===== src/rtl/frame_hdr_pkg.sv =====
// Constants shared by the point cloud header framer and its checksum unit
package frame_hdr_pkg;
    localparam int HDR_BYTES = 42;
    localparam int MARK_BYTES = 2;
    localparam int AZ_BYTES = 2;
    localparam int CHAN_ENTRY_BYTES = 3;
    localparam int UDP_HDR_BYTES = 8;
    localparam int IP_HDR_BYTES = 20;
    localparam int ADD_LEN_OFF = 22;
    localparam int ADD_LEN_ON = 26;
    localparam int DEF_BLOCKS = 10;
    localparam int DEF_CHANNELS = 40;
    localparam logic [31:0] DEF_SRC_IP = 32'hc0a801c9;
    localparam logic [31:0] BCAST_IP = 32'hffffffff;
    localparam logic [47:0] BCAST_MAC = 48'hffffffffffff;
    localparam logic [15:0] ETHERTYPE_IPV4 = 16'h0800;
    localparam logic [7:0] IP_VER_IHL = 8'h45;
    localparam logic [7:0] IP_DSCP_ECN = 8'h00;
    localparam logic [15:0] IP_FLAGS_FRAG = 16'h4000;
    localparam logic [7:0] IP_TTL = 8'h40;
    localparam logic [7:0] IP_PROTO_UDP = 8'h11;
    localparam logic [15:0] UDP_SRC_PORT = 16'h2710;
    localparam logic [15:0] UDP_DST_PORT = 16'h0940;
    localparam logic [15:0] UDP_CSUM_NONE = 16'h0000;
    localparam logic [15:0] BLOCK_MARKER = 16'hffee;
    localparam logic [15:0] IP_ID_RESET = 16'h0000;
    localparam logic SEQ_RESET = 1'b0;

    typedef enum logic [2:0] {
        ST_IDLE = 3'b000,
        ST_HDR = 3'b001,
        ST_MARK = 3'b011,
        ST_AZ = 3'b010,
        ST_CHAN = 3'b110,
        ST_ADD = 3'b111
    } frame_state_t;
endpackage : frame_hdr_pkg


===== src/rtl/ip_header_checksum.sv =====
// Ones-complement IPv4 header checksum over the fixed framer header
`timescale 1ns/100ps
module ip_header_checksum
    import frame_hdr_pkg::*;
(
    input wire logic [31:0] src_ip_in,
    input wire logic [15:0] total_len_in,
    input wire logic [15:0] ident_in,
    output logic [15:0] csum_out
);
    logic [19:0] sum;
    logic [16:0] fold1;
    logic [15:0] fold2;

    always_comb
    begin
        sum = 20'({IP_VER_IHL, IP_DSCP_ECN}) + 20'(total_len_in) + 20'(ident_in)
            + 20'(IP_FLAGS_FRAG) + 20'({IP_TTL, IP_PROTO_UDP})
            + 20'(src_ip_in[31:16]) + 20'(src_ip_in[15:0])
            + 20'(BCAST_IP[31:16]) + 20'(BCAST_IP[15:0]);
        fold1 = 17'(sum[15:0]) + 17'(sum[19:16]);
        fold2 = fold1[15:0] + 16'(fold1[16]);
        csum_out = ~fold2;
    end
endmodule : ip_header_checksum


===== src/rtl/point_cloud_udp_header_framer.sv =====
// Point cloud packet framer: Ethernet/IPv4/UDP header, block markers, payload
//
// Function
// (RQ1) Emit UDP/IPv4 packets toward 100 Mbps MAC
// (RQ2) Start framing automatically once link is up
// (RQ3) Header is 42 bytes in fixed order
// (RQ4) Broadcast destination MAC, own source MAC
// (RQ5) Unit MAC used as source everywhere
// (RQ6) Frame type bytes 0x08 then 0x00
// (RQ7) Source IP default, broadcast destination IP
// (RQ8) Version 4, 20-byte header, DSCP zero
// (RQ9) Don't fragment, TTL 64, protocol 17
// (RQ10) Total length 1290 or 1294 by sequence, correct header checksum
// (RQ11) UDP ports 10000 source, 2368 destination
// (RQ12) UDP length 1270 or 1274 by sequence
// (RQ13) Sequence off at reset, trailer 22/26
// (RQ14) Payload multi-byte values sent LSB first
// (RQ15) Ten blocks each begin with marker 0xFFEE
// (RQ16) Block: marker, azimuth, 40 channel entries
// (RQ17) UDP checksum sent as zero
`timescale 1ns/100ps
module point_cloud_udp_header_framer
    import frame_hdr_pkg::*;
#(
    parameter int BLOCKS = DEF_BLOCKS,
    parameter int CHANNELS = DEF_CHANNELS,
    parameter logic [31:0] SRC_IP = DEF_SRC_IP
)
(
    input wire logic ref_clk_in,
    input wire logic rst_in,
    input wire logic link_up_in,
    input wire logic seq_enable_in,
    input wire logic [47:0] mac_addr_in,
    input wire logic [15:0] azimuth_in,
    input wire logic [7:0] pay_data_in,
    input wire logic pay_valid_in,
    output logic pay_ready_out,
    output logic azimuth_take_out,
    input wire logic tx_next_in,
    output logic [7:0] tx_data_out,
    output logic tx_valid_out,
    output logic tx_first_out,
    output logic tx_last_out
);
    import frame_hdr_pkg::*;

    localparam int CHAN_BYTES = CHAN_ENTRY_BYTES * CHANNELS;
    localparam int BLOCK_BYTES = MARK_BYTES + AZ_BYTES + CHAN_BYTES;
    localparam int UDP_LEN_OFF = UDP_HDR_BYTES + BLOCKS * BLOCK_BYTES + ADD_LEN_OFF;
    localparam int UDP_LEN_ON = UDP_HDR_BYTES + BLOCKS * BLOCK_BYTES + ADD_LEN_ON;
    localparam int FRAME_LEN_OFF = HDR_BYTES + UDP_LEN_OFF - UDP_HDR_BYTES;
    localparam int FRAME_LEN_ON = HDR_BYTES + UDP_LEN_ON - UDP_HDR_BYTES;

    generate
        if (BLOCKS < 1 || BLOCKS > 255 || CHANNELS < 1 || CHAN_BYTES > 255
            || UDP_LEN_ON + IP_HDR_BYTES > 65535 || FRAME_LEN_ON > 4095)
        begin : g_bad_params
            $error("framer parameters out of range");
        end
    endgenerate

    // ----------------------------------------------------------------
    // Link detect
    // ----------------------------------------------------------------
    logic link_s1;
    logic link_s2;
    logic link_s3;
    logic link_ok;

    always_ff @(posedge ref_clk_in)
    begin
        if (rst_in)
        begin
            link_s1 <= 1'b0;
            link_s2 <= 1'b0;
            link_s3 <= 1'b0;
            link_ok <= 1'b0;
        end
        else
        begin
            link_s1 <= link_up_in;
            link_s2 <= link_s1;
            link_s3 <= link_s2;
            if (link_s2 == link_s3)
                link_ok <= link_s3;
        end
    end

    // ----------------------------------------------------------------
    // Framing state
    // ----------------------------------------------------------------
    frame_state_t state;
    logic [7:0] cnt;
    logic [7:0] blk;
    logic seq_on;
    logic [15:0] ident;
    logic [335:0] hdr_vec;
    logic [15:0] az_reg;
    logic pend;
    logic hold_full;
    logic [7:0] hold_data;
    logic emit;
    logic take;
    logic next_hold_full;
    logic [7:0] cur_byte;
    logic [7:0] add_len;
    logic [15:0] udp_len;
    logic [15:0] ip_len;
    logic [15:0] csum;

    assign add_len = seq_on ? 8'(ADD_LEN_ON) : 8'(ADD_LEN_OFF);
    // UDP and IP lengths follow the live seq_enable_in input, latched into the header at frame start
    assign udp_len = seq_enable_in ? 16'(UDP_LEN_ON) : 16'(UDP_LEN_OFF); // see (RQ12)
    assign ip_len = udp_len + 16'(IP_HDR_BYTES); // see (RQ10)
    assign take = pay_valid_in && pay_ready_out;
    assign emit = pend && (state == ST_HDR || state == ST_MARK || state == ST_AZ
        || ((state == ST_CHAN || state == ST_ADD) && hold_full));
    assign next_hold_full = (hold_full && !(emit && (state == ST_CHAN || state == ST_ADD)))
        || take;

    ip_header_checksum u_csum (
        .src_ip_in(SRC_IP),
        .total_len_in(ip_len),
        .ident_in(ident),
        .csum_out(csum)
    );

    always_comb
    begin
        case (state)
            ST_HDR: cur_byte = hdr_vec[335:328];
            ST_MARK: cur_byte = (cnt == 8'h00) ? BLOCK_MARKER[15:8] : BLOCK_MARKER[7:0]; // see (RQ15)
            ST_AZ: cur_byte = (cnt == 8'h00) ? az_reg[7:0] : az_reg[15:8]; // see (RQ14)
            ST_CHAN: cur_byte = hold_data;
            ST_ADD: cur_byte = hold_data;
            default: cur_byte = 8'h00;
        endcase
    end

    // One byte request from the MAC is remembered while waiting; further requests before it is served merge with it
    always_ff @(posedge ref_clk_in)
    begin
        if (rst_in)
            pend <= 1'b0;
        else if (tx_next_in)
            pend <= 1'b1;
        else if (emit)
            pend <= 1'b0;
    end

    // One-byte holding stage decouples the payload source from MAC pacing
    always_ff @(posedge ref_clk_in)
    begin
        if (rst_in)
        begin
            hold_full <= 1'b0;
            hold_data <= 8'h00;
            pay_ready_out <= 1'b0;
        end
        else
        begin
            hold_full <= next_hold_full;
            pay_ready_out <= !next_hold_full;
            if (take)
                hold_data <= pay_data_in;
        end
    end

    always_ff @(posedge ref_clk_in)
    begin
        if (rst_in)
        begin
            state <= ST_IDLE;
            cnt <= 8'h00;
            blk <= 8'h00;
            seq_on <= SEQ_RESET; // see (RQ13)
            ident <= IP_ID_RESET;
            hdr_vec <= '0;
            az_reg <= 16'h0000;
            azimuth_take_out <= 1'b0;
        end
        else
        begin
            azimuth_take_out <= 1'b0;
            case (state)
                ST_IDLE:
                begin
                    if (link_ok) // see (RQ2)
                    begin
                        seq_on <= seq_enable_in;
                        ident <= ident + 16'h0001;
                        cnt <= 8'h00;
                        blk <= 8'h00;
                        state <= ST_HDR;
                        hdr_vec <= {BCAST_MAC, mac_addr_in, ETHERTYPE_IPV4, // see (RQ4) (RQ5) (RQ6)
                            IP_VER_IHL, IP_DSCP_ECN, ip_len, ident, // see (RQ8) (RQ10)
                            IP_FLAGS_FRAG, IP_TTL, IP_PROTO_UDP, csum, // see (RQ9) (RQ10)
                            SRC_IP, BCAST_IP, UDP_SRC_PORT, UDP_DST_PORT, // see (RQ7) (RQ11)
                            udp_len, UDP_CSUM_NONE}; // see (RQ3) (RQ17)
                    end
                end
                ST_HDR:
                begin
                    if (emit)
                    begin
                        hdr_vec <= hdr_vec << 8;
                        cnt <= cnt + 8'h01;
                        if (cnt == 8'(HDR_BYTES - 1))
                        begin
                            cnt <= 8'h00;
                            state <= ST_MARK;
                        end
                    end
                end
                ST_MARK:
                begin
                    if (emit)
                    begin
                        cnt <= cnt + 8'h01;
                        if (cnt == 8'(MARK_BYTES - 1))
                        begin
                            az_reg <= azimuth_in;
                            azimuth_take_out <= 1'b1;
                            cnt <= 8'h00;
                            state <= ST_AZ;
                        end
                    end
                end
                ST_AZ:
                begin
                    if (emit)
                    begin
                        cnt <= cnt + 8'h01;
                        if (cnt == 8'(AZ_BYTES - 1))
                        begin
                            cnt <= 8'h00;
                            state <= ST_CHAN;
                        end
                    end
                end
                ST_CHAN:
                begin
                    if (emit)
                    begin
                        cnt <= cnt + 8'h01;
                        if (cnt == 8'(CHAN_BYTES - 1)) // see (RQ16)
                        begin
                            cnt <= 8'h00;
                            blk <= blk + 8'h01;
                            state <= (blk == 8'(BLOCKS - 1)) ? ST_ADD : ST_MARK; // see (RQ15)
                        end
                    end
                end
                ST_ADD:
                begin
                    if (emit)
                    begin
                        cnt <= cnt + 8'h01;
                        if (cnt == add_len - 8'h01) // see (RQ13)
                            state <= ST_IDLE;
                    end
                end
                default: state <= ST_IDLE;
            endcase
        end
    end

    // ----------------------------------------------------------------
    // Byte output toward the MAC
    // ----------------------------------------------------------------
    always_ff @(posedge ref_clk_in)
    begin
        if (rst_in)
        begin
            tx_valid_out <= 1'b0;
            tx_data_out <= 8'h00;
            tx_first_out <= 1'b0;
            tx_last_out <= 1'b0;
        end
        else
        begin
            tx_valid_out <= emit; // see (RQ1)
            tx_first_out <= emit && state == ST_HDR && cnt == 8'h00;
            tx_last_out <= emit && state == ST_ADD && cnt == add_len - 8'h01;
            if (emit)
                tx_data_out <= cur_byte;
        end
    end

    // ----------------------------------------------------------------
    // Checks
    // ----------------------------------------------------------------
    logic [11:0] idx;
    logic seq_seen;

    always_ff @(posedge ref_clk_in)
    begin
        if (rst_in)
        begin
            idx <= 12'h000;
            seq_seen <= SEQ_RESET;
        end
        else if (tx_valid_out)
        begin
            idx <= tx_last_out ? 12'h000 : idx + 12'h001;
            if (tx_first_out)
                seq_seen <= seq_on;
        end
    end
endmodule : point_cloud_udp_header_framer


===== config.mk =====
export PLATFORM = sky130hd
export DESIGN_NAME = point_cloud_udp_header_framer
export DESIGN_NICKNAME = d
export VERILOG_FILES = /design/src/rtl/frame_hdr_pkg.sv /design/src/rtl/ip_header_checksum.sv /design/src/rtl/point_cloud_udp_header_framer.sv
export SDC_FILE = /design/constraint.sdc
export NUM_CORES = 1
export LEC_CHECK = 0
export ABC_CLOCK_PERIOD_IN_PS = 7600
export BUFFER_PORTS_ARGS = -buffer_cell sky130_fd_sc_hd__buf_2
export CELL_PAD_IN_SITES_DETAIL_PLACEMENT = 0
export CELL_PAD_IN_SITES_GLOBAL_PLACEMENT = 1
export CORE_MARGIN = 10
export CORE_UTILIZATION = 35
export CTS_CLUSTER_SIZE = 30
export DETAILED_ROUTE_END_ITERATION = 12
export PLACE_DENSITY = 0.62
export RECOVER_POWER = 50
export SLEW_MARGIN = 20
export SYNTH_ARGS = -nofsm -noshare
export SYNTH_HDL_FRONTEND = slang
export SYNTH_SLANG_ARGS = --single-unit

===== constraint.sdc =====
create_clock -name ref_clk_in -period 7.6 [get_ports ref_clk_in]
set_clock_uncertainty 0.1 [all_clocks]
set_input_delay 1.52 -clock ref_clk_in [delete_from_list [all_inputs] [get_ports ref_clk_in]]
set_output_delay 1.52 -clock ref_clk_in [all_outputs]
set_load 0.005 [all_outputs]

==> summary.txt <==
Power
  – PwrDens: between 200 and 300 mW/mm^2
  – Leak pwr: ~5.7 nW
  – VDD IR max: 0.000150 V
  – Tot Pwr: 5.23 mW

Status
  – Status: finished, violations left
  – Failing checks: max-capacitance violations, max-slew violations

Detailed routing
  – Wire length on met3: between 1.5 and 2 mm
  – Initial DRC Count: 840
  – Antenna-violating nets left: 0
  – Vias/cell: 5.11
  – 1st-pass router iterations: 5
  – DR vias: 13200
  – Routed WL per cell: 15.5 microns
  – Routed wl met2: 18.9 mm
  – Max layer used: met4
  – # DRC: 0
  – WL final: ~40 mm
  – Met1 Wirelength: 18.7 mm

Place
  – Detail Placement HPWL: about 24 mm
  – Placed Area: 0.0163 sq mm
  – GPL Wtd Cong: 0.812
  – Setup WS pre-CTS: ~0.082 ns
  – Cells after DPL: 2499
  – I/O Buffers: 90

Logic synthesis
  – Netlist cell types: 67
  – EDFF count, synth: 0
  – Warning count from the yosys run: 0
  – Cell taking the most area after synthesis: dfxtp_1
  – Syn Nets: approximately 2100
  – Synth cell count leaders: dfxtp_1, nand2_1, nor2_1
  – Mapped Cells: 1972
  – Seq/Total Area, Yosys: 47.6%
  – Share of the synthesized area in the top cell type: 47.6%
  – Ys flop type: dfxtp_1
  – Synth top area cells: dfxtp_1, nand2_1, nor3_1, nor2_1, a21oi_1
  – Per-instance average area after synthesis: 7.89 sq um
  – Most frequent cell after synthesis: dfxtp_1
  – Mapped Area: 0.0156 sq mm
  – Post-synthesis register bit count: between 300 and 400
  – Post-synthesis async set-or-reset flop share: 0%

STA
  – TNS Setup: 0 ns
  – RSZ-0062 raised after global routing: no
  – Slew margin rel.: -280%
  – Worst-margin pin slew: 5.70 ns
  – Setup ws final: 0.608 ns
  – Setup-failing EPs final: 0
  – Clock period minus worst slack: 6.99 ns
  – Tcrit/Tclk final: around 92%
  – Worst hold slack: roughly 0.34 ns
  – Final slew viol count: around 120
  – Final Hold Violating Endpoints: 0
  – Maximum clock rate: 143 MHz

Clock network
  – Worst-Skew Late Latency: 0.56 ns
  – CTS tree: yes
  – Hold_buf cts: 0
  – Root Buffer: clkbuf_16
  – Clk slew on worst S/H paths: roughly 0.060 ns
  – CTS H-tree depth: 2
  – CTS resizes: 0
  – Num CTS Buffers: 42
  – Maximum buffer depth of the clock tree: 3
  – Postcts setup bufs: 0
  – Sink Count: 370

Cells and area
  – N_diodes: 0
  – Area of the multi-input gates: ~0.0075 sq mm
  – Area Overhead vs Synth: 13.4%
  – Nets@finish: 2050
  – Finished Layout Cells: 2575
  – Fraction of layout cells with a size suffix above 1: 8.77%
  – Finished Core Util: 40.0%
  – Largest register FFs: 291
  – Final Cell Area: 0.0176 sq mm
  – Fill cells: 4642
  – Register area: between 0.007 and 0.008 sq mm

Global route
  – Maximum number of pins on one net before global-route repair: about 230
  – Number of global-route vias before repair: 13000
  – First-pass GRT wire length: between 60 and 70 mm
  – Antenna violations before repair: 0
  – Total track usage: ~15%
  – Congestion Overflow GR: 0

Floorplan
  – Die Area: between 0.05 and 0.06 sq mm
  – DIE WIDTH: 231 microns
  – Starting Density: 35.3%
  – Io pins: 91
  – Die height: 231 microns
  – Num rows: between 70 and 80
  – Core Area: 0.0441 sq mm

Worst setup path
  – Crit Path Class: input pin to flip-flop
  – Worst-path fanout max: 5
  – Crit path capture type: flip-flop
  – Crit path arrival time: 7.40 ns
  – Critical Path Source Type: input pin
  – Worst EP required: 8.00 ns

Job
  – Max-cap violations: 1

Worst hold path
  – Worst Hold Class: flip-flop to flip-flop
-- power by group --
part	internal [mW]	switching, mW
sequential	2.13	0.116
combinational	0.241	0.726
clock	1.20	0.812
total	3.57	1.65
-- worst max-delay path, cell delays in order --
cell,delay [ns]
buf_2,0.12
ha_1,0.29
ha_1,0.23
inv_1,0.08
fa_1,0.19
and2b_4,0.22
o211a_2,0.28
o21ai_0,0.22
nand3b_1,0.15
a31o_2,0.28
inv_1,0.05
ha_1,0.16
inv_1,0.06
fa_1,0.39
nor2b_1,0.14
o21bai_1,0.12
nor2_1,0.26
nand3_1,0.13
or2_2,0.34
nor4_1,0.28
ha_1,0.24
nand3_1,0.12
nor3_1,0.29
o211ai_1,0.21
a211oi_2,0.29
nand4b_1,0.17
or4b_1,0.48
nand3_1,0.09
-- cell usage in the layout, fill, tap and decap left out, types with 17 or more instances in the layout --
master and count:
dfxtp_1 370, nand2_1 322, nor2_1 247, nor3_1 231
a21oi_1 170, nand3_1 134, buf_2 76, a311oi_1 66
clkbuf_16 43, clkbuf_1 28, xnor2_1 26, xor2_1 23
inv_1 22, a211oi_1 21, ha_1 19, o21ai_0 17
-- metal layers --
| metal | vias to the layer above | GRT usage [%] |
|---|---|---|
| li1 | 6766 | - |
| met1 | 6181 | 19.4 |
| met2 | 165 | 24.1 |
| met3 | 50 | 3.09 |
| met4 | 0 | 4.05 |
| met5 | - | 0 |
-- cells by family (layout without fill, tap and decap cells) --
group	after synthesis	after routing	synth area share, %
DFF	370	370	47.6
AOI/OAI and AO/OA	322	322	13.6
buffers and inverters	193	204	4.70
and+or+nand+nor	1002	1002	28.4
muxes	13	13	0.836
adders and majority gates	21	21	1.79
xor gates and xnor gates	51	51	3.04
-- path summary, 6_finish.rpt --
check | cells after the start | slack [ns] | to | from
worst max register to register | 27 | 1.31 | hdr_vec[143] | ident[2]
worst max-delay path | 28 | 0.61 | hdr_vec[143] | seq_enable_in
worst min-delay path | 1 | 0.34 | link_s2 | link_s1
worst min register to register | 1 | 0.34 | link_s2 | link_s1
-- final cells by class --
cell class	count	area share, %
multi-input combinational	1409	42.2
sequential	370	42.0
clock buffer	66	7.10
tap	592	4.20
timing repair buffer	105	3.31
clock inverter	10	0.674
inverter	23	0.489
(Power assumes the default switching activity.)
